===== config.mk =====
export PLATFORM = sky130hd
export DESIGN_NAME = diag_record_set_zero
export DESIGN_NICKNAME = d
export VERILOG_FILES = /design/src/design/drz_pkg.sv /design/src/design/drz_hist_mem.sv /design/src/design/drz_sync.sv /design/src/design/diag_record_set_zero.sv
export SDC_FILE = /design/constraint.sdc
export NUM_CORES = 1
export LEC_CHECK = 0
export BUFFER_PORTS_ARGS = -buffer_cell sky130_fd_sc_hd__buf_4
export CAP_MARGIN = 10
export CELL_PAD_IN_SITES_DETAIL_PLACEMENT = 2
export CELL_PAD_IN_SITES_GLOBAL_PLACEMENT = 2
export CORE_ASPECT_RATIO = 0.5
export CORE_MARGIN = 8
export CORE_UTILIZATION = 35
export DETAILED_ROUTE_END_ITERATION = 10
export GPL_TIMING_DRIVEN = 0
export PLACE_DENSITY = 0.64
export SYNTH_ARGS = -nofsm -noshare
export SYNTH_HDL_FRONTEND = slang
export SYNTH_HIERARCHICAL = 1
export SYNTH_SLANG_ARGS = --single-unit

===== constraint.sdc =====
create_clock -name i_clk -period 8.3 [get_ports i_clk]
set_clock_uncertainty 0.2 [all_clocks]
set_input_delay 2.49 -clock i_clk [delete_from_list [all_inputs] [get_ports i_clk]]
set_output_delay 2.49 -clock i_clk [all_outputs]
set_load 0.02 [all_outputs]

===== src/design/drz_pkg.sv =====
// package of the basic diagnostic record block: offsets, bit positions,
// codes and shared structs; no import, referenced as drz_pkg::name
// Overview of operation
// - every diagnostic handler call logs one history entry with cause and module address.
// - with diagnostics enabled the four basic bytes are ready when the handler is entered.
// - with the diagnostic interrupt disabled the last event is still held for reading.
// - an extended record beyond the four basic bytes can be read on request.
// - byte 0 bit 0 flags module failure from lost interrupt, missing supply or output fault.
// - byte 0 bit 1 flags an internal error from missing supply or output fault.
// - byte 0 bit 2 flags an external error and bits 7 to 5 read zero.
// - byte 0 bit 3 flags a present channel error.
// - byte 0 bit 4 flags a missing external supply.
// - byte 1 bits 3 to 0 hold class 1111b digital or 1000b function, bits 7 to 5 zero.
// - byte 1 bit 4 flags channel info for lost interrupt, missing supply or output fault.
// - byte 2 bit 4 flags missing internal supply and all other bits read zero.
// - incoming byte 3 bit 6 flags a lost process interrupt, other bits zero.
// - once errors clear an outgoing message is issued if release is on, byte 3 zero.
// - one basic layout serves alarm input, counter, frequency and pwm modes.
// - a repeat process interrupt for an event still being handled raises a diagnostic; one arriving while the diagnostic handler runs is dropped.
package drz_pkg;
  localparam logic [1:0] OFS_ERROR_SUMMARY  = 2'h0;
  localparam logic [1:0] OFS_MODULE_CLASS   = 2'h1;
  localparam logic [1:0] OFS_INT_SUPPLY     = 2'h2;
  localparam logic [1:0] OFS_LOST_INTERRUPT = 2'h3;
  localparam int B0_FAIL  = 0;
  localparam int B0_INT   = 1;
  localparam int B0_EXT   = 2;
  localparam int B0_CHAN  = 3;
  localparam int B0_XSUP  = 4;
  localparam int B1_CHINF = 4;
  localparam int B2_ISUP  = 4;
  localparam int B3_LOST  = 6;
  localparam logic [3:0] CLASS_DIGITAL  = 4'hF;
  localparam logic [3:0] CLASS_FUNCTION = 4'h8;
  localparam int EXT_BYTES   = 16;
  localparam int HIST_DEPTH  = 16;
  localparam int HIST_AW     = 4;
  localparam logic [7:0] REG_RESET = 8'h00;

  typedef enum logic [1:0] {
    MODE_ALARM = 2'h0,
    MODE_COUNT = 2'h1,
    MODE_FREQ  = 2'h2,
    MODE_PWM   = 2'h3
  } drz_mode_t;

  typedef struct packed {
    logic       lost_irq;
    logic       sup_in_miss;
    logic       sup_out_miss;
    logic       out_short;
    logic       ext_err;
    logic       ext_sup_miss;
    logic [7:0] lost_chan;
  } drz_cause_t;

  typedef struct packed {
    logic       outgoing;
    logic [7:0] b0;
    logic [7:0] b1;
    logic [7:0] b2;
    logic [7:0] b3;
    logic [15:0] mod_addr;
  } drz_entry_t;
endpackage


===== src/design/drz_hist_mem.sv =====
// diagnostic history buffer: ring of entries, registered read data
// assumes a single writer and a reader on the same clock
`timescale 1ns/1ps
module drz_hist_mem (
  input  wire logic                 i_clk,
  input  wire logic                 i_reset_n,
  input  wire logic                 i_wr,
  input  wire drz_pkg::drz_entry_t  i_wdata,
  input  wire logic [drz_pkg::HIST_AW-1:0] i_raddr,
  output drz_pkg::drz_entry_t       o_rdata,
  output logic [drz_pkg::HIST_AW-1:0] o_wptr
);
  drz_pkg::drz_entry_t mem [drz_pkg::HIST_DEPTH];
  typedef struct packed {
    logic [drz_pkg::HIST_AW-1:0] wptr;
    drz_pkg::drz_entry_t         rdata;
  } drz_hm_state_t;
  drz_hm_state_t st_reg, st_next;

  always_comb begin
    st_next       = st_reg;
    st_next.rdata = mem[i_raddr];
    if (i_wr) begin
      st_next.wptr = st_reg.wptr + 1'b1;
    end
  end

  always_ff @(posedge i_clk) begin
    if (i_wr) begin
      mem[st_reg.wptr] <= i_wdata;
    end
  end

  always_ff @(posedge i_clk or negedge i_reset_n) begin
    if (!i_reset_n) begin
      st_reg <= '0;
    end else begin
      st_reg <= st_next;
    end
  end

  assign o_rdata = st_reg.rdata;
  assign o_wptr  = st_reg.wptr;
endmodule // drz_hist_mem


===== src/design/drz_sync.sv =====
// two-flop synchroniser for one pin-level input
// assumes input is asynchronous to i_clk
`timescale 1ns/1ps
module drz_sync (
  input  wire logic i_clk,
  input  wire logic i_reset_n,
  input  wire logic i_d,
  output logic      o_q
);
  typedef struct packed {
    logic s1;
    logic s2;
  } drz_sy_state_t;
  drz_sy_state_t st_reg, st_next;

  always_comb begin
    st_next.s1 = i_d;
    st_next.s2 = st_reg.s1;
  end

  always_ff @(posedge i_clk or negedge i_reset_n) begin
    if (!i_reset_n) begin
      st_reg <= '0;
    end else begin
      st_reg <= st_next;
    end
  end

  assign o_q = st_reg.s2;
endmodule // drz_sync


===== src/design/diag_record_set_zero.sv =====
// basic diagnostic record generator with history log and record reads
// assumes cause inputs are same-clock levels except the two supply pins
`timescale 1ns/1ps
module diag_record_set_zero (
  input  wire logic                 i_clk,
  input  wire logic                 i_reset_n,
  input  wire logic                 i_diag_enable,
  input  wire logic                 i_diag_irq_release,
  input  wire logic [1:0]           i_mode,
  input  wire logic [15:0]          i_mod_addr,
  input  wire logic                 i_proc_irq,
  input  wire logic [7:0]           i_proc_event,
  input  wire logic                 i_proc_irq_busy,
  input  wire logic                 i_sup_in_ok_pin,
  input  wire logic                 i_sup_out_ok_pin,
  input  wire logic                 i_out_short,
  input  wire logic                 i_ext_err,
  input  wire logic                 i_ext_sup_miss,
  input  wire logic                 i_handler_done,
  input  wire logic                 i_rd_req,
  input  wire logic                 i_rd_ext,
  input  wire logic [3:0]           i_rd_addr,
  input  wire logic [3:0]           i_hist_addr,
  output logic                      o_diag_handler_call,
  output logic                      o_outgoing,
  output logic [31:0]               o_local_dword,
  output logic                      o_rd_valid,
  output logic [7:0]                o_rd_data,
  output drz_pkg::drz_entry_t       o_hist_data,
  output logic [3:0]                o_hist_wptr
);
  typedef enum logic [2:0] {
    ST_IDLE = 3'b001,
    ST_IN   = 3'b010,
    ST_OUT  = 3'b100
  } drz_st_t;

  typedef struct packed {
    drz_st_t          fsm;
    logic [7:0]       b0;
    logic [7:0]       b1;
    logic [7:0]       b2;
    logic [7:0]       b3;
    logic [7:0]       held_event;
    logic [7:0]       lost_chan;
    logic             active;
    logic             call;
    logic             outg;
    logic             rd_valid;
    logic [7:0]       rd_data;
  } drz_state_t;

  drz_state_t st_reg, st_next;
  logic       sup_in_miss, sup_out_miss;
  logic       lost_now, fault_any, sup_miss;
  logic       log_wr;
  drz_pkg::drz_entry_t log_entry;
  logic [7:0] nb0, nb1, nb2, nb3;

  // synced as miss: the cleared sync stage then reads supply ok,
  // so leaving reset raises no false call
  drz_sync u_sync_in (
    .i_clk     (i_clk),
    .i_reset_n (i_reset_n),
    .i_d       (!i_sup_in_ok_pin),
    .o_q       (sup_in_miss)
  );
  drz_sync u_sync_out (
    .i_clk     (i_clk),
    .i_reset_n (i_reset_n),
    .i_d       (!i_sup_out_ok_pin),
    .o_q       (sup_out_miss)
  );

  // repeat for the event already in service is the lost interrupt
  assign lost_now = i_proc_irq && i_proc_irq_busy
                    && ((i_proc_event & st_reg.held_event) != 8'h00);
  assign sup_miss  = sup_in_miss || sup_out_miss;
  assign fault_any = lost_now || sup_miss || i_out_short;

  // same layout for every mode; only the class nibble follows the mode
  always_comb begin
    nb0 = 8'h00;
    nb0[drz_pkg::B0_FAIL] = fault_any;
    nb0[drz_pkg::B0_INT]  = sup_miss || i_out_short;
    nb0[drz_pkg::B0_EXT]  = i_ext_err;
    nb0[drz_pkg::B0_CHAN] = fault_any;
    nb0[drz_pkg::B0_XSUP] = i_ext_sup_miss;
    nb1 = 8'h00;
    nb1[3:0] = (i_mode == drz_pkg::MODE_ALARM)
               ? drz_pkg::CLASS_DIGITAL
               : drz_pkg::CLASS_FUNCTION;
    nb1[drz_pkg::B1_CHINF] = fault_any;
    nb2 = 8'h00;
    nb2[drz_pkg::B2_ISUP] = sup_miss;
    nb3 = 8'h00;
    nb3[drz_pkg::B3_LOST] = lost_now;
  end

  always_comb begin
    st_next          = st_reg;
    st_next.call     = 1'b0;
    st_next.rd_valid = 1'b0;
    if (i_proc_irq && !i_proc_irq_busy) begin
      st_next.held_event = i_proc_event;
    end
    case (st_reg.fsm)
      ST_IDLE: begin
        if (fault_any || i_ext_err || i_ext_sup_miss) begin
          // record always latched, so a disabled interrupt still reads back
          st_next.b0 = nb0;
          st_next.b1 = nb1;
          st_next.b2 = nb2;
          st_next.b3 = nb3;
          st_next.lost_chan = lost_now ? i_proc_event : 8'h00;
          st_next.active = 1'b1;
          if (i_diag_enable) begin
            st_next.call = 1'b1;
            st_next.outg = 1'b0;
            st_next.fsm  = ST_IN;
          end
        end else if (st_reg.active) begin
          st_next.active = 1'b0;
          st_next.b3     = 8'h00;
          if (i_diag_enable && i_diag_irq_release) begin
            st_next.call = 1'b1;
            st_next.outg = 1'b1;
            st_next.fsm  = ST_OUT;
          end
        end
      end
      ST_IN: begin
        if (i_handler_done) begin
          st_next.fsm = ST_IDLE;
        end
      end
      ST_OUT: begin
        if (i_handler_done) begin
          st_next.fsm = ST_IDLE;
        end
      end
      default: st_next.fsm = ST_IDLE;
    endcase
    // extended record: bytes 0-3 basic, 4 lost channels, rest zero
    if (i_rd_req) begin
      st_next.rd_valid = 1'b1;
      if (!i_rd_ext && i_rd_addr[3:2] != 2'h0) begin
        st_next.rd_data = 8'h00;
      end else if (i_rd_addr[1:0] == drz_pkg::OFS_ERROR_SUMMARY
                   && i_rd_addr[3:2] == 2'h0) begin
        st_next.rd_data = st_reg.b0;
      end else if (i_rd_addr[1:0] == drz_pkg::OFS_MODULE_CLASS
                   && i_rd_addr[3:2] == 2'h0) begin
        st_next.rd_data = st_reg.b1;
      end else if (i_rd_addr[1:0] == drz_pkg::OFS_INT_SUPPLY
                   && i_rd_addr[3:2] == 2'h0) begin
        st_next.rd_data = st_reg.b2;
      end else if (i_rd_addr[1:0] == drz_pkg::OFS_LOST_INTERRUPT
                   && i_rd_addr[3:2] == 2'h0) begin
        st_next.rd_data = st_reg.b3;
      end else if (i_rd_addr == 4'h4) begin
        st_next.rd_data = st_reg.lost_chan;
      end else begin
        st_next.rd_data = 8'h00;
      end
    end
  end

  // log uses next record so cause matches the call being raised
  assign log_wr = st_next.call;
  always_comb begin
    log_entry.outgoing = st_next.outg;
    log_entry.b0       = st_next.b0;
    log_entry.b1       = st_next.b1;
    log_entry.b2       = st_next.b2;
    log_entry.b3       = st_next.b3;
    log_entry.mod_addr = i_mod_addr;
  end

  drz_hist_mem u_hist (
    .i_clk     (i_clk),
    .i_reset_n (i_reset_n),
    .i_wr      (log_wr),
    .i_wdata   (log_entry),
    .i_raddr   (i_hist_addr),
    .o_rdata   (o_hist_data),
    .o_wptr    (o_hist_wptr)
  );

  always_ff @(posedge i_clk or negedge i_reset_n) begin
    if (!i_reset_n) begin
      st_reg     <= '0;
      st_reg.fsm <= ST_IDLE;
    end else begin
      st_reg <= st_next;
    end
  end

  assign o_diag_handler_call = st_reg.call;
  assign o_outgoing          = st_reg.outg;
  assign o_local_dword = {st_reg.b3, st_reg.b2, st_reg.b1, st_reg.b0};
  assign o_rd_valid          = st_reg.rd_valid;
  assign o_rd_data           = st_reg.rd_data;
endmodule // diag_record_set_zero


Word-level counts from Yosys, hierarchy flattened:

Memory sizes are Yosys's and may differ from the RTL's. A register that Yosys moved wholly into a read port is not among the register bits.
Cells that the tools add are included.

* word-level logic and storage cells: 85
* input port bits: 48
* memories: 1
* register bits after elaboration: 71
* memory bits (writable): 784

Memory list
* u_hist.mem: words 16, bits a word 49, rd ports 1, clocked after Yosys merged registers in 1, wr ports 1, RTL line drz_hist_mem.sv:13 `drz_pkg::drz_entry_t mem [drz_pkg::HIST_DEPTH];`

* add/subtract/negate cells: 1
* equality and inequality tests: 11
* reduce and logical (&&, ||, !) cells: 28
* muxes and demuxes: 26
* bitwise logic cells: 1

Operators by type and width (number)
* 8-bit 2-to-1 mux: 9
* 32-bit 2-to-1 mux: 1
* 24-bit 2-to-1 mux: 1
* 3-bit 2-to-1 mux: 7
* 1-bit logical AND: 9
* 9-bit 2-to-1 mux: 1
* 3-bit inequality test (second input constant): 3
* 8-bit AND: 1
* 2-bit 2-to-1 mux: 4
* 8-bit nonzero test: 1
* 2-bit zero test: 3
* 1-bit logical OR: 6
* 3-bit case mux with 2 select lines: 1
* 1-bit zero test: 5
* 4-bit by 1-bit adder with 4-bit output (second input constant): 1
* 2-bit == test (second input constant): 2
* 4-bit by 3-bit == test with 1-bit output (second input constant): 1
* 4-bit AND reduction: 1
* 3-bit by 1-bit == test with 1-bit output (second input constant): 1
* 3-bit by 2-bit == test with 1-bit output (second input constant): 1
* 3-bit == test (second input constant): 1
* 2-bit by 1-bit == test with 1-bit output (second input constant): 1
* 1-bit 2-to-1 mux: 2
* 2-bit by 1-bit inequality test with 1-bit output (second input constant): 1
* 3 further kinds: 3

Logic depth before layout (Yosys ltp):

Gate-level depths: netlist of run 1.

* word-level depth: 11
* depth in mapped cells: 8
* mapped depth without buffers: 7

By module:

Netlist of run 1, hierarchy kept.

By module, submodules not included
* drz_hist_mem: area an instance 30778.3 sq um, seq. area each 24868.9 sq um, cells each 1287, times used 1
* diag_record_set_zero: area an instance 3118.0 sq um, seq. area each 1577.8 sq um, cells each 297, times used 1
* drz_sync: area an instance 50.0 sq um, seq. area each 50.0 sq um, cells each 2, times used 2

Worst setup path after synthesis of run 1:

No wires, ideal clock.

* kind: in2reg
* start: input i_proc_event[2]
* end: memory u_hist/mem[3][0] in the netlist's numbering, enable pin
* data arrival time: 6.938 ns
* path slack: 0.646 ns
* stages on the path: 8
* data required time: 7.584 ns
* setup time: 0.516 ns
* path through: a22oi_1 -> nand2_1 -> o211a_1 -> nor2_2 -> a21oi_1 -> clkbuf_1 -> nand2_1 -> nor3_1

* longest elaborated chain between the ends: 11

RTL lines
* from (decl): RTL line diag_record_set_zero.sv:12 `input wire logic [7:0] i_proc_event,`
* 8-bit AND: RTL line diag_record_set_zero.sv:77 `&& ((i_proc_event & st_reg.held_event) != 8'h00);`
* 8-bit nonzero test: RTL line diag_record_set_zero.sv:77
* 1-bit logical AND: RTL line diag_record_set_zero.sv:77
* 1-bit logical OR (2 in series): RTL line diag_record_set_zero.sv:79 `assign fault_any = lost_now || sup_miss || i_out_short;`
* 1-bit logical OR (2 in series): RTL line diag_record_set_zero.sv:109 `if (fault_any || i_ext_err || i_ext_sup_miss) begin`
* 3-bit 2-to-1 mux: RTL line diag_record_set_zero.sv:109
* 2-bit 2-to-1 mux: RTL line diag_record_set_zero.sv:107 `case (st_reg.fsm)`
* via log_wr: RTL line diag_record_set_zero.sv:56 `logic log_wr;`
* 1-bit 2-to-1 mux: RTL line drz_hist_mem.sv:29 `if (i_wr) begin`
* 1-bit 2-to-1 mux (implied by the code): RTL line drz_hist_mem.sv:30 `mem[st_reg.wptr] <= i_wdata;`
* to (decl): RTL line drz_hist_mem.sv:13

The timed path passes the listed nets, and every way through them passes these cells.

Worst setup path in the final report of run 1:

* start: input i_proc_event[6]
* end: memory u_hist/mem[2][7] in the netlist's numbering, enable pin

The elaborated chain is that of the path after synthesis.

==> results of run 1 <==
report_power, final:
| part | total, W | internal, W | leakage, nW | switching [W] |
|---|---|---|---|---|
| Clock | 0.00390 | 0.00218 | 1.32 | 0.00172 |
| Combinational | 0.00118 | 0.000414 | 3.81 | 0.000763 |
| Sequential | 0.00539 | 0.00528 | 8.83 | 0.000111 |
placed cells by master, fill, tap and decap left out, types with 8 or more instances in the layout:
cell type	count
a22oi_1	102
and2_1	8
buf_12	23
buf_16	9
buf_2	18
buf_4	196
buf_6	32
clkbuf_1	73
clkbuf_16	86
clkbuf_8	11
dfrtp_1	119
edfxtp_1	784
inv_1	31
mux2_2	12
mux4_2	196
nand2_1	67
nand3_1	9
nor2_1	13
nor2_4	12
nor2b_1	21
o21ai_0	21
o21ai_1	9
o22ai_1	14
cells by family after synthesis:
family	after synthesis
adder cells (fa/ha/maj)	4
AO/OA/AOI/OAI	165
flip-flops	904
buffers and inverters	150
AND/OR/NAND/NOR	145
XOR/XNOR	4
multiplexers	216
area by class of cell:
type	instances	area (um^2)
antenna	1	2.50
buffer	119	722
clock buffer	127	2420
clock inverter	29	312
fill	8775	55300
inverter	31	116
multi-input combinational	534	6720
sequential	904	26500
tap	1271	1590
timing repair buffer	205	2100
worst max-delay path: stages:
cell and delay (ps):
buf_4 100, a22oi_1 80, nand2_1 180, o211a_1 260
nor2_2 90, a21oi_1 330, clkbuf_1 340, nand2_1 300
nor3_2 880, buf_6 290, buf_4 240
per-layer routing:
metal,up-vias,wire (um),global-route usage [%],share of wire (%)
met4,0,2380,5.07,2.3
met1,9581,43000,24.5,42
met5,-,0,0,0
li1,7054,-,-,-
met2,559,50900,31.5,50
met3,131,5370,3.00,5.3
final timing paths:
kind                                            from                  to  cells after the start  slack [ps]
worst max-delay path                 i_proc_event[6]    u_hist/mem[2][7]                     11        2840
worst min-delay path            u_sync_in/st_next[0]       u_sync_in/o_q                      0         150
worst max register to register            st_reg[60]    u_hist/mem[2][7]                      8        4140
worst min register to register  u_sync_in/st_next[0]       u_sync_in/o_q                      0         150
max in group asynchronous                  i_reset_n  u_hist/o_rdata[13]                      2        5400
min in group asynchronous                  i_reset_n  u_hist/o_rdata[28]                      1        1610
per-stage QoR:
step / instance area (um^2) / utilization (%) / hold slack, ps
2_1_floorplan: 34000 / - / 131
3_3_place_gp: 36600 / 38.2 / 136
3_5_place_dp: 37800 / 39.4 / 139
4_1_cts: 40500 / 42.3 / 154
5_1_grt: 40500 / 42.3 / 173
6_report: 40500 / 42.3 / 151
==> results.md, run 1 <==
- The run finished with clean final reports.
- The hold buffer count at cts is 0.
- The total power per unit cell area is 258 nW/um^2.
- Counting flops per register, the top entry is u_hist/mem.
- The critical path is of the input pin to register type.
- edfxtp_1 is the most common cell in the netlist.
- The total length of routed wires is 102 mm.
- The maximum root-to-sink buffer count is 3.
- The cell area that synthesis handed to floorplanning was between 30000 and 40000 um^2.
- Once the clock tree was built, the setup fixing pass inserted 0 buffers.
- The post-synthesis cell type count is 47.
- The class of the worst hold path is register to register.
- The vertical die dimension is 236 um.
- The cell row count is 80.
- The floorplan step defined a die boundary enclosing 108000 um^2.
- In the routed layout, each cell is associated on average with a via count of 5.38.
- The final setup violation count is 0.
- The synthesis-to-layout area growth is 19.2%.
- The clock reaches the later pin of the worst-skew pair after between 600 and 700 ps.
- STA classifies the critical path endpoint as a register.
- The DRC violation count after routing is 0.
- In the synthesized netlist, the cells that appear most often are 784 x edfxtp_1, 196 x mux4_2, 119 x dfrtp_1.
- The post-route minimum period is 5460 ps.
- The detailed router finished its first iteration with 1431 violations.
- The number of antenna violations at the first check in global routing is 1.
- After the last flow step, the layout net total stands at between 1500 and 2000.
- Setup repair after global routing left no endpoint under its margin.
- The synthesized-area fraction occupied by and/or/nand/nor cells is 2.02%.
- The worst max-slew margin expressed relative to the limit is 22.2%.
- The fraction of final layout cells with drive strength greater than 1 is 32.7%.
- For the pin with the worst max-slew slack, the measured transition is about 1200 ps.
- Across all setup checks in the final design, the least slack found is 2840 ps.
- The synthesized area divided by synthesized cell count is 21.4 um^2.
- Sequential elements use 78.1% of the synthesized area.
- The leakage power summed over all cells is 14.0 nW.
- After synthesis, the largest family of logic cells by area is multiplexers.
- The portion of the clock cycle consumed by the worst path in the final layout is 65.8%.
- The number of resized instances in the post-cts repair step is 0.
- The detail route stage leaves a number of antenna-violating nets equal to 0.
- The cell accounting for the most synthesized area is edfxtp_1.
- The mux cell area share after synthesis is 13.7%.
- The routed length per placed instance is 31.5 um.
- The root cell of the clock tree is clkbuf_16.
- The core outline area is 95800 um^2.
- The first-pass iteration count of the detailed router is 5.
- The data arrival at the endpoint of the critical path is 5610 ps.
- The compound-gate portion of the synthesized area is between 3 and 4%.
- The most used flip-flop cell after synthesis is edfxtp_1.
- The H-tree was split into 3 levels.
- Once layout is complete, the cells apart from fillers number 3221.
- The proportion of register bits with asynchronous set or reset after synthesis is between 10% and 20%.
- TritonCTS created 85 clock buffers.
- TritonCTS built the clock tree.
- STA classifies the critical path startpoint as an input pin.
- Summed over its instances, the top area cell type makes up between 60% and 70% of the synthesized netlist area.
- The post-synthesis share of cell area spent on full adders, half adders and majority gates is less than 1%.
- Sorting the synthesized cells by area gives the leading types as edfxtp_1 69%, mux4_2 13%, dfrtp_1 8.8%.
- Global routing used 18.4% of the available tracks across all layers.
- The hold violation count in the final report is 0.
- The clock sink total is around 900.
- The number of nets handed over by synthesis was 1640.
- In this run the worst path has a maximum fanout of 8.
- The number of register bits inferred by synthesis is 904.
- The number of maximum-capacitance constraint violations is 0.
- During placement, the flow inserted port buffers numbering 140.
- The cell count after placement is 3061.
- Detailed placement ended at an HPWL of 68.3 mm.
- Summed over all layers, the global routing overflow is 0.
- The achievable clock frequency is 0.183 GHz.
- Measured along the x axis, the die boundary spans between 400 and 500 um.
- The register with the most flip-flops in the layout has 784 of them.
- The first global-routing pass estimated 144 mm of wire.
- Synthesis produced a netlist whose cell count is 1588.
- The final total power is 0.0105 W.
- The initial utilization of the core area, before any placement, comes to 35.5%.
- The summed negative setup slack over all endpoints is 0 ps.
- Yosys mapped a number of flops with a built-in enable equal to 784.
- The maximum number of pins on one net before global-route repair is 78.
- The max-slew violation count was 0.
- Before CTS, the worst setup slack after placement is between 2000 and 2500 ps.
- The via count of the first global-routing pass was 19200.
- The clock slew seen by the registers of the worst setup and hold paths is ~70 ps.
- The Yosys step of the flow raised 6 warnings.
- At the worst endpoint, the required time is about 8500 ps.
- The total I/O pin count is 144.
- Summing the areas of all xor and xnor instances in the mapped netlist gives 0.103% of the synthesized area.
- The largest vdd supply drop is 0.120 mV.
- Routability-driven placement finished with a final weighted congestion of 0.716.
- The via total after detailed routing is 17300.
Note: power is estimated with default switching activity, not from simulation.
==> run 2, diff against run 1 <==
Settings changed: ABC_AREA set to 1, PLACE_DENSITY 0.64 to 0.76.
Clock period 8.3 ns to 4.43 ns, I/O delays scaled along.
==> run 2 against run 1 <==
  * Power up 100%
  * Die area up 12%
  * Critical path type unchanged
  * Final cell count up 69%
  * Final area up 12%
  * Synthesized cell count up 130%
  * Largest cell class unchanged
  * Register-to-register slack worse by 3600 ps
  * Critical path depth up 2
  * Via count up 67%
  * Critical endpoint is now u_hist/mem[3][16]
==> results.md, run 2 <==
- Result of the run: finished, final reports clean (unchanged).
- The cell with the largest stage delay on the worst path is nor2_4 (was nor3_2).
- The total power per unit cell area was 469 nW/um^2 (was 258 nW/um^2).
- Most used standard cells in the synthesized netlist: 1152 x nand2_1, 784 x edfxtp_1, 638 x inv_1 (was 784 x edfxtp_1, 196 x mux4_2, 119 x dfrtp_1).
- The count of buffer and inverter cells on the critical path is 3 (was 4).
- The synthesized area divided by synthesized cell count is 10.6 um^2 (was 21.4 um^2).
- Critical path, cell by cell: buf_4 > nand2_1 > nand2_1 > nor2_1 > nand2_1 > nand2_2 > nand3_1 > nand2_1 > nor2_1 > clkbuf_1 > nand2_1 > nor2_4 > buf_12 (was buf_4 > a22oi_1 > nand2_1 > o211a_1 > nor2_2 > a21oi_1 > clkbuf_1 > nand2_1 > nor3_2 > buf_6 > buf_4).
- The floorplan die width was 485 um (was 457 um).
- The post-synthesis xor/xnor area fraction is 0.0684% (was 0.103%).
- The fraction of final layout cells with drive strength greater than 1 came to 14.0% (was 32.7%).
- The post-synthesis share of cell area spent on full adders, half adders and majority gates was 0.130% (was 0.147%).
- The final estimated routing congestion in global placement was 0.800 (was 0.716).
- Setup repair after global routing missed its margin: false (unchanged).
- The number of vias per cell after detailed routing is 5.30 (was 5.38).
- The core outline area is 109000 um^2 (was 95800 um^2).
- The largest vdd supply drop is 0.297 mV (was 0.120 mV).
- The worst max-slew margin expressed relative to the limit is 8.78% (was 22.2%).
- The maximum single-stage delay on the critical path is 890 ps (was 880 ps).
- The first-pass iteration count of the detailed router was 7 (was 5).
- The share of the synthesized area in the top cell type is 61.3% (was 69.3%).
- The root cell of the clock tree is clkbuf_16 (unchanged).
- The sequential group share of total power is 48.6% (was 51.5%).
- The vertical die dimension came to 250 um (was 236 um).
- The CTS tree was built (unchanged).
- The cell depth of the worst setup path is 13 (was 11).
- The cell row count is 86 (was 80).
- The critical path launch point type is an input pin (unchanged).
- The summed negative setup slack over all endpoints is 0 ps (unchanged).
- The commonest non-fill, non-tap cell in the layout is nand2_1 (was edfxtp_1).
- The most used flip-flop cell after synthesis is edfxtp_1 (unchanged).
- The count of nets left with antenna violations after detail routing was 0 (unchanged).
- The share of power burned in the clock network is 36.0% (was 37.3%).
- The hold violation count in the final report was 0 (unchanged).
- The net switching power was 0.00614 W (was 0.00260 W).
- The mux cell area share after synthesis is 0% (was 13.7%).
- The clock sink total is 904 (unchanged).
- The actual transition at the worst max-transition pin is 1370 ps (was 1170 ps).
- Main area contributors after synthesis: edfxtp_1 61%, nand2_1 11%, nand3_1 7.8% (was edfxtp_1 69%, mux4_2 13%, dfrtp_1 8.8%).
- Most frequent cells in the layout: 1152 x nand2_1, 784 x edfxtp_1, 638 x inv_1, 599 x nand3_1, 241 x buf_4 (was 784 x edfxtp_1, 196 x buf_4, 196 x mux4_2, 119 x dfrtp_1, 102 x a22oi_1).
- The class of the worst hold path is register to register (unchanged).
- The critical path's top delay family is simple AND/OR/NAND/NOR gates (unchanged).
- The leakage power summed over all cells came to 19.7 nW (was 14.0 nW).
- The number of flops mapped to enable cells by yosys is 784 (unchanged).
- The slack of the worst reg-to-reg path came to 570 ps (was 4140 ps).
- The net count after synthesis is 3690 (was 1640).
- The share of the yosys chip area belonging to registers is 69.1% (was 78.1%).
- The number of resized instances in the post-cts repair step is 0 (unchanged).
- The post-route minimum period is ~4200 ps.
- The multi-input gate area in the final layout is 8250 um^2 (was 6720 um^2).
- The combined global-route utilization of all metal layers is 24.6% (was 18.4%).
- The maximum fanout count along the critical path is 22 (was 8).
- The instance count of the mapped netlist is 3638 (was 1588).
- The share of power burned in combinational logic is 15.4% (was 11.2%).
- The number of register bits inferred by synthesis was 904 (unchanged).
- The total length of routed wires was 153 mm (was 102 mm).
- The cell accounting for the most synthesized area is edfxtp_1 (unchanged).
- The post-synthesis cell type count came to 31 (was 47).
- The DRC violation total after the first TritonRoute iteration was 2910 (was 1431).
- The clock latency at the later pin of the worst-skew pair is 680 ps (about the same).
- The data arrival at the endpoint of the critical path is 4390 ps (was 5610 ps).
- The proportion of register bits with asynchronous set or reset after synthesis came to 13.3% (unchanged).
- The worst setup path endpoint was u_hist/mem[3][16] (was u_hist/mem[2][7]).
- The fill cell total of the finished layout was 11400 (was 8775).
- The critical path capture point type is a register (unchanged).
- The synthesis-to-layout area growth came to 17.8% (was 19.2%).
- The pre-CTS setup slack is -507 ps (was 2100 ps).
- The total global routing overflow is 0 (unchanged).
- The register with the most flip-flops is u_hist/mem (unchanged).
- The via total after detailed routing is 28900 (was 17300).
- Dividing the final minimum period by the clock period gives 95.6%.
- The internal power of the cells is 0.0151 W (was 0.00788 W).
- The leading cell type by number of instances after synthesis was nand2_1 (was edfxtp_1).
- The post-detailed-placement half-perimeter wirelength is 105 mm (was 68.3 mm).
- The net switching fraction of the power is 28.9% (was 24.8%).
- The total I/O pin count is 144 (unchanged).
- The clock slew seen by the registers of the worst setup and hold paths is 70 ps (about the same).
- The number of flip-flops in the largest register came to 784 (unchanged).
- The worst reg2reg path startpoint is st_reg[27] (was st_reg[60]).
- The category of the most critical setup path is input pin to register (unchanged).
- The via count of the first global-routing pass is 31200 (was 19200).
- The first-pass GRT wire length came to 219 mm (was 144 mm).
- The initial standard-cell utilization of the core is 35.1% (was 35.5%).
- The most numerous cell type found on the critical path is nand2_1.
- The synthesized-area fraction occupied by and/or/nand/nor cells is 20.0% (was 2.02%).
- The count of cells along the worst register-to-register path is 12 (was 8).
- The compound-gate portion of the synthesized area is 0.821% (was 3.51%).
- The dominant combinational cell family by area after synthesis was simple AND/OR/NAND/NOR gates (was multiplexers).
- The final setup slack of the worst path was 193 ps (was 2840 ps).
- The beginning of the critical path is i_proc_event[6] (unchanged).
- The achievable clock frequency is 0.236 GHz.
- The die area came to 121000 um^2 (was 108000 um^2).
- The routed length per placed instance is 28.1 um (was 31.5 um).
- The hold buffer count at cts came to 0 (unchanged).
- The destination of the worst register-to-register timing path is u_hist/mem[3][16] (was u_hist/mem[2][7]).
- The maximum number of pins on one net before global-route repair is 47 (was 78).
- The number of antenna violations at the first check in global routing is 7 (was 1).
- The number of maximum-capacitance constraint violations is 0 (unchanged).
- The final net count is 3972 (was 1932).
- The maximum root-to-sink buffer count is 3 (unchanged).
- The max-slew violation count was 0 (unchanged).
- The maximum level of the CTS H-tree is 3 (unchanged).
- The final setup violation count is 0 (unchanged).
- The worst endpoint required time is 4590 ps (was 8450 ps).
- The Yosys warning count is 6 (unchanged).
- The count of port buffers added during placement is 139 (was 140).
- The mapped cell area is 38400 um^2 (was 34000 um^2).
- The DRC violation count after routing was 0 (unchanged).
- The clock buffer count from CTS came to 85 (unchanged).
- The footprint of the flip-flops and latches was 26500 um^2 (unchanged).
run 2: cells by family (layout without fill, tap and decap cells):
family                   Yosys count  in the layout
AO/OA/AOI/OAI                     59             59
XOR/XNOR                           3              3
adder cells (fa/ha/maj)            4              4
buffers and inverters            854           1208
flip-flops                       904            904
other                              0              2
AND/OR/NAND/NOR                 1814           1814
run 2: final cells by class:
type	count	area share (%)
Antenna cell	2	0.0111
Multi-Input combinational cell	1880	18.2
Timing Repair Buffer	195	4.54
Inverter	645	5.37
Tap cell	1452	4.02
Clock buffer	109	5.11
Sequential cell	904	58.7
Buffer	209	3.03
Clock inverter	50	1.02
run 2: power groups by stage:
stage          Sequential, W  Clock (W)  Combinational [W]
5_1_grt               0.0104    0.00807            0.00345
4_1_cts               0.0103    0.00779            0.00324
3_5_place_dp          0.0105          0            0.00320
3_3_place_gp          0.0105          0            0.00281
6_report              0.0103    0.00764            0.00327
2_1_floorplan         0.0105          0            0.00144
run 2: how the worst min path moves through the flow:
| stage | start | endpoint | slack, ps | depth (start not counted) |
|---|---|---|---|---|
| after CTS | u_sync_out/st_next[0] | u_sync_out/o_q | 160 | 0 |
| after global placement | u_sync_out/st_next[0] | u_sync_out/o_q | 140 | 0 |
| after global routing | u_sync_out/st_next[0] | u_sync_out/o_q | 170 | 0 |
| after detailed placement | u_sync_out/st_next[0] | u_sync_out/o_q | 140 | 0 |
| final | u_sync_out/st_next[0] | u_sync_out/o_q | 160 | 0 |
| after floorplan | u_sync_in/st_next[0] | u_sync_in/o_q | 130 | 0 |
run 2: routing by layer:
metal  routed length (um)  GRT usage, %  up-vias  part of all wire [%]
met4                 3290          6.29        4                   2.2
met5                   27             0        -                 0.018
li1                     -             -    12200                     -
met3                11900          4.16      210                   7.8
met2                67500          37.8     1158                    44
met1                70100          36.1    15300                    46
run 2: timing repair:
| action | CTS | global route |
|---|---|---|
| endpoints found under the hold margin | 0 | 0 |
| setup endpoints to repair | 0 | 5 |
| buffers inserted | 0 | 3 |
run 2: per-stage QoR:
stage               total power (W)  std cells  utilization (%)  hold slack, ps  instance area [um^2]
finish                       0.0212       5446             41.3             158                 45200
detailed placement           0.0137       5281             38.8             142                 42400
global placement             0.0134       5229             37.7             142                 41300
CTS                          0.0214       5440             41.3             158                 45200
floorplan                    0.0120       3638                -             131                 38400
global route                 0.0219       5446             41.3             169                 45200
==> run 3, diff against run 2 <==
Settings changed: CORE_MARGIN 8 to unset, CORE_UTILIZATION 35 to 37, PLACE_DENSITY 0.76 to 0.79.
==> run 3 against run 2 <==
  * Final area shrank 0.62%
  * Die area shrank 13%
  * Wire length grew 5.0%
  * Count of clock-buffer cells in the layout grew 13
  * Non-clock buffer count shrank 5
  * Core utilization grew 2.4 points
  * Sequential share of layout area grew 0.37 points
  * Power is essentially flat
  * Critical path depth grew 1
  * Critical path type unchanged
  * Largest cell class unchanged
  * Largest power group unchanged
  * Highest routed layer is now met4
==> results.md, run 3 (synthesized netlist as in run 2, its figures left out) <==
- The number of maximum-capacitance constraint violations was 0 (unchanged).
- The most frequent cell on the critical path is nand2_1 (unchanged).
- The number of flip-flops in the largest register came to 784 (unchanged).
- The combined global-route utilization of all metal layers came to 30.4% (was 24.6%).
- The critical path launch point type is an input pin (unchanged).
- The max-slew violation count is 0 (unchanged).
- The total power per unit cell area is 473 nW/um^2 (was 469 nW/um^2).
- The final setup slack of the worst path came to 204 ps (was 193 ps).
- Critical path, cell by cell: buf_4 > nand2_1 > nand2_1 > nor2_1 > nand2_1 > nand2_2 > nand3_1 > nand2_1 > nor2_1 > clkbuf_1 > nand2_1 > nor2_4 > buf_12 > buf_12 (was buf_4 > nand2_1 > nand2_1 > nor2_1 > nand2_1 > nand2_2 > nand3_1 > nand2_1 > nor2_1 > clkbuf_1 > nand2_1 > nor2_4 > buf_12).
- The DRC violation count after routing came to 0 (unchanged).
- The hold violation count in the final report is 0 (unchanged).
- The initial standard-cell utilization of the core is 37.4% (was 35.1%).
- Result of the run: finished, final reports clean (unchanged).
- The commonest non-fill, non-tap cell in the layout is nand2_1 (unchanged).
- The routed length per placed instance is 30.0 um (was 28.1 um).
- The total global routing overflow came to 0 (unchanged).
- The total I/O pin count was 144 (unchanged).
- The clock latency at the later pin of the worst-skew pair came to 690 ps (was 680 ps).
- The count of cells along the worst register-to-register path is 9 (was 12).
- The achievable clock frequency is 0.237 GHz (was 0.236 GHz).
- Most frequent cells in the layout: 1152 x nand2_1, 784 x edfxtp_1, 638 x inv_1, 599 x nand3_1, 242 x buf_4 (was 1152 x nand2_1, 784 x edfxtp_1, 638 x inv_1, 599 x nand3_1, 241 x buf_4).
- The class of the worst hold path is register to register (unchanged).
- The maximum root-to-sink buffer count came to 3 (unchanged).
- The worst hold path cell count was 0 (unchanged).
- The hold-critical path endpoint is u_sync_out/o_q (unchanged).
- The leakage power summed over all cells is 19.6 nW (was 19.7 nW).
- The clock slew seen by the registers of the worst setup and hold paths came to 60 ps (was 70 ps).
- The vertical die dimension is 230 um (was 250 um).
- The DRC violation total after the first TritonRoute iteration came to 3313 (was 2910).
- The register with the most flip-flops is u_hist/mem (unchanged).
- The destination of the worst register-to-register timing path is u_hist/mem[0][4] (was u_hist/mem[3][16]).
- The category of the most critical setup path is input pin to register (unchanged).
- The critical path's top delay family is simple AND/OR/NAND/NOR gates (unchanged).
- The maximum level of the CTS H-tree is 3 (unchanged).
- The count of nets left with antenna violations after detail routing is 0 (unchanged).
- The final setup violation count is 0 (unchanged).
- The hold buffer count at cts is 0 (unchanged).
- The synthesis-to-layout area growth is 17.0% (was 17.8%).
- The number of vias per cell after detailed routing came to 5.54 (was 5.30).
- The maximum fanout count along the critical path is 21 (was 22).
- The clock sink total is 904 (unchanged).
- The cell with the largest stage delay on the worst path was nor2_4 (unchanged).
- The cell row count is 83 (was 86).
- The worst reg2reg path startpoint is st_reg[60] (was st_reg[27]).
- The worst max-slew margin expressed relative to the limit is 8.67% (was 8.78%).
- The pre-CTS setup slack is -555 ps (was -507 ps).
- The first-pass iteration count of the detailed router is 6 (was 7).
- The root cell of the clock tree is clkbuf_16 (unchanged).
- The worst min-delay path startpoint was u_sync_out/st_next[0] (unchanged).
- The floorplan die width is 458 um (was 485 um).
- The fraction of final layout cells with drive strength greater than 1 is 13.6% (was 14.0%).
- The number of buffers added for setup after CTS is 0 (unchanged).
- The critical path capture point type is a register (unchanged).
- The clock buffer count from CTS is 87 (was 85).
- The maximum number of pins on one net before global-route repair came to 83 (was 47).
- The worst endpoint required time came to 4610 ps (was 4590 ps).
- The fill cell total of the finished layout was 10500 (was 11400).
- The largest vdd supply drop is 0.287 mV (was 0.297 mV).
- The number of antenna violations at the first check in global routing was 5 (was 7).
- The die area was 105000 um^2 (was 121000 um^2).
- The final estimated routing congestion in global placement came to 0.787 (was 0.800).
- The post-detailed-placement half-perimeter wirelength is 101 mm (was 105 mm).
- The via total after detailed routing came to 29700 (was 28900).
- The first-pass GRT wire length is 231 mm (was 219 mm).
- Setup repair after global routing missed its margin: false (unchanged).
- The count of buffer and inverter cells on the critical path is 4 (was 3).
- The CTS tree is built (unchanged).
- The core utilization of the finished layout was 43.8% (was 41.3%).
- The number of resized instances in the post-cts repair step is 0 (unchanged).
- The post-route minimum period is 4230 ps (was 4240 ps).
- The maximum single-stage delay on the critical path is 780 ps (was 890 ps).
- The core outline area is 103000 um^2 (was 109000 um^2).
- The final net count is 3969 (was 3972).
- The worst hold margin is 160 ps (was 158 ps).
- The portion of the clock cycle consumed by the worst path in the final layout is 95.4% (was 95.6%).
- The actual transition at the worst max-transition pin is 1370 ps (about the same).
- The data arrival at the endpoint of the critical path is 4410 ps (was 4390 ps).
- The count of port buffers added during placement is 139 (unchanged).
- The via count of the first global-routing pass is 33000 (was 31200).
- The total length of routed wires is 161 mm (was 153 mm).
- The slack of the worst reg-to-reg path came to 440 ps (was 570 ps).
==> run 3: cell count changes in the layout (fill, tap and decap cells not counted), moves of 3 or more <==
cell and change:
clkinv_1 -3, buf_8 -5, clkbuf_1 +11, buf_16 -4, clkinv_2 -7, buf_12 +3
==> run 3: cell type report <==
class                      instances  area (um^2)  share of cell area [%]
clock inverter                    38          343                   0.763
timing repair buffer             190         1940                    4.31
inverter                         645         2430                    5.40
tap                             1360         1700                    3.78
sequential                       904        26500                    59.0
buffer                           209         1370                    3.04
clock buffer                     122         2390                    5.32
antenna                            4         10.0                  0.0223
multi-input combinational       1880         8230                    18.3
==> run 3: routing by layer <==
| metal | vias up | share of wire (%) | wire length (um) | GRT usage [%] |
|---|---|---|---|---|
| li1 | 12200 | - | - | - |
| met1 | 15500 | 39 | 62600 | 37.8 |
| met2 | 1456 | 49 | 78600 | 52.3 |
| met3 | 438 | 7.4 | 11900 | 5.27 |
| met4 | 0 | 4.6 | 7360 | 13.2 |
| met5 | - | 0 | 0 | 0 |
==> run 3: how the worst max path moves through the flow <==
stage                             end            start  depth (start not counted)  slack [ps]
CTS                  u_hist/mem[7][1]  i_proc_event[0]                         14         170
global placement    u_hist/mem[13][2]  i_proc_event[0]                         12       -4440
finish               u_hist/mem[0][4]  i_proc_event[0]                         14         200
detailed placement  u_hist/mem[7][43]  i_proc_event[0]                         14        -560
floorplan            u_hist/mem[7][0]  i_proc_event[6]                         11        -610
global route         u_hist/mem[7][1]  i_proc_event[0]                         14          70
==> run 3: stage by stage <==
| stage | TNS, ps | cells | area, um^2 | power (W) |
|---|---|---|---|---|
| final | 0 | 5352 | 45000 | 0.0212 |
| after global routing | 0 | 5349 | 45000 | 0.0218 |
| after CTS | 0 | 5347 | 44900 | 0.0213 |
| after detailed placement | -164930 | 5187 | 42200 | 0.0136 |
| after global placement | -2936980 | 5137 | 41200 | 0.0132 |
| after floorplan | -380090 | 3638 | 38400 | 0.0120 |
==> run 3: power by group <==
| part | switching, W | internal (W) |
|---|---|---|
| Clock | 0.00353 | 0.00413 |
| Sequential | 0.000245 | 0.0101 |
| Combinational | 0.00243 | 0.000807 |
| Total | 0.00621 | 0.0150 |
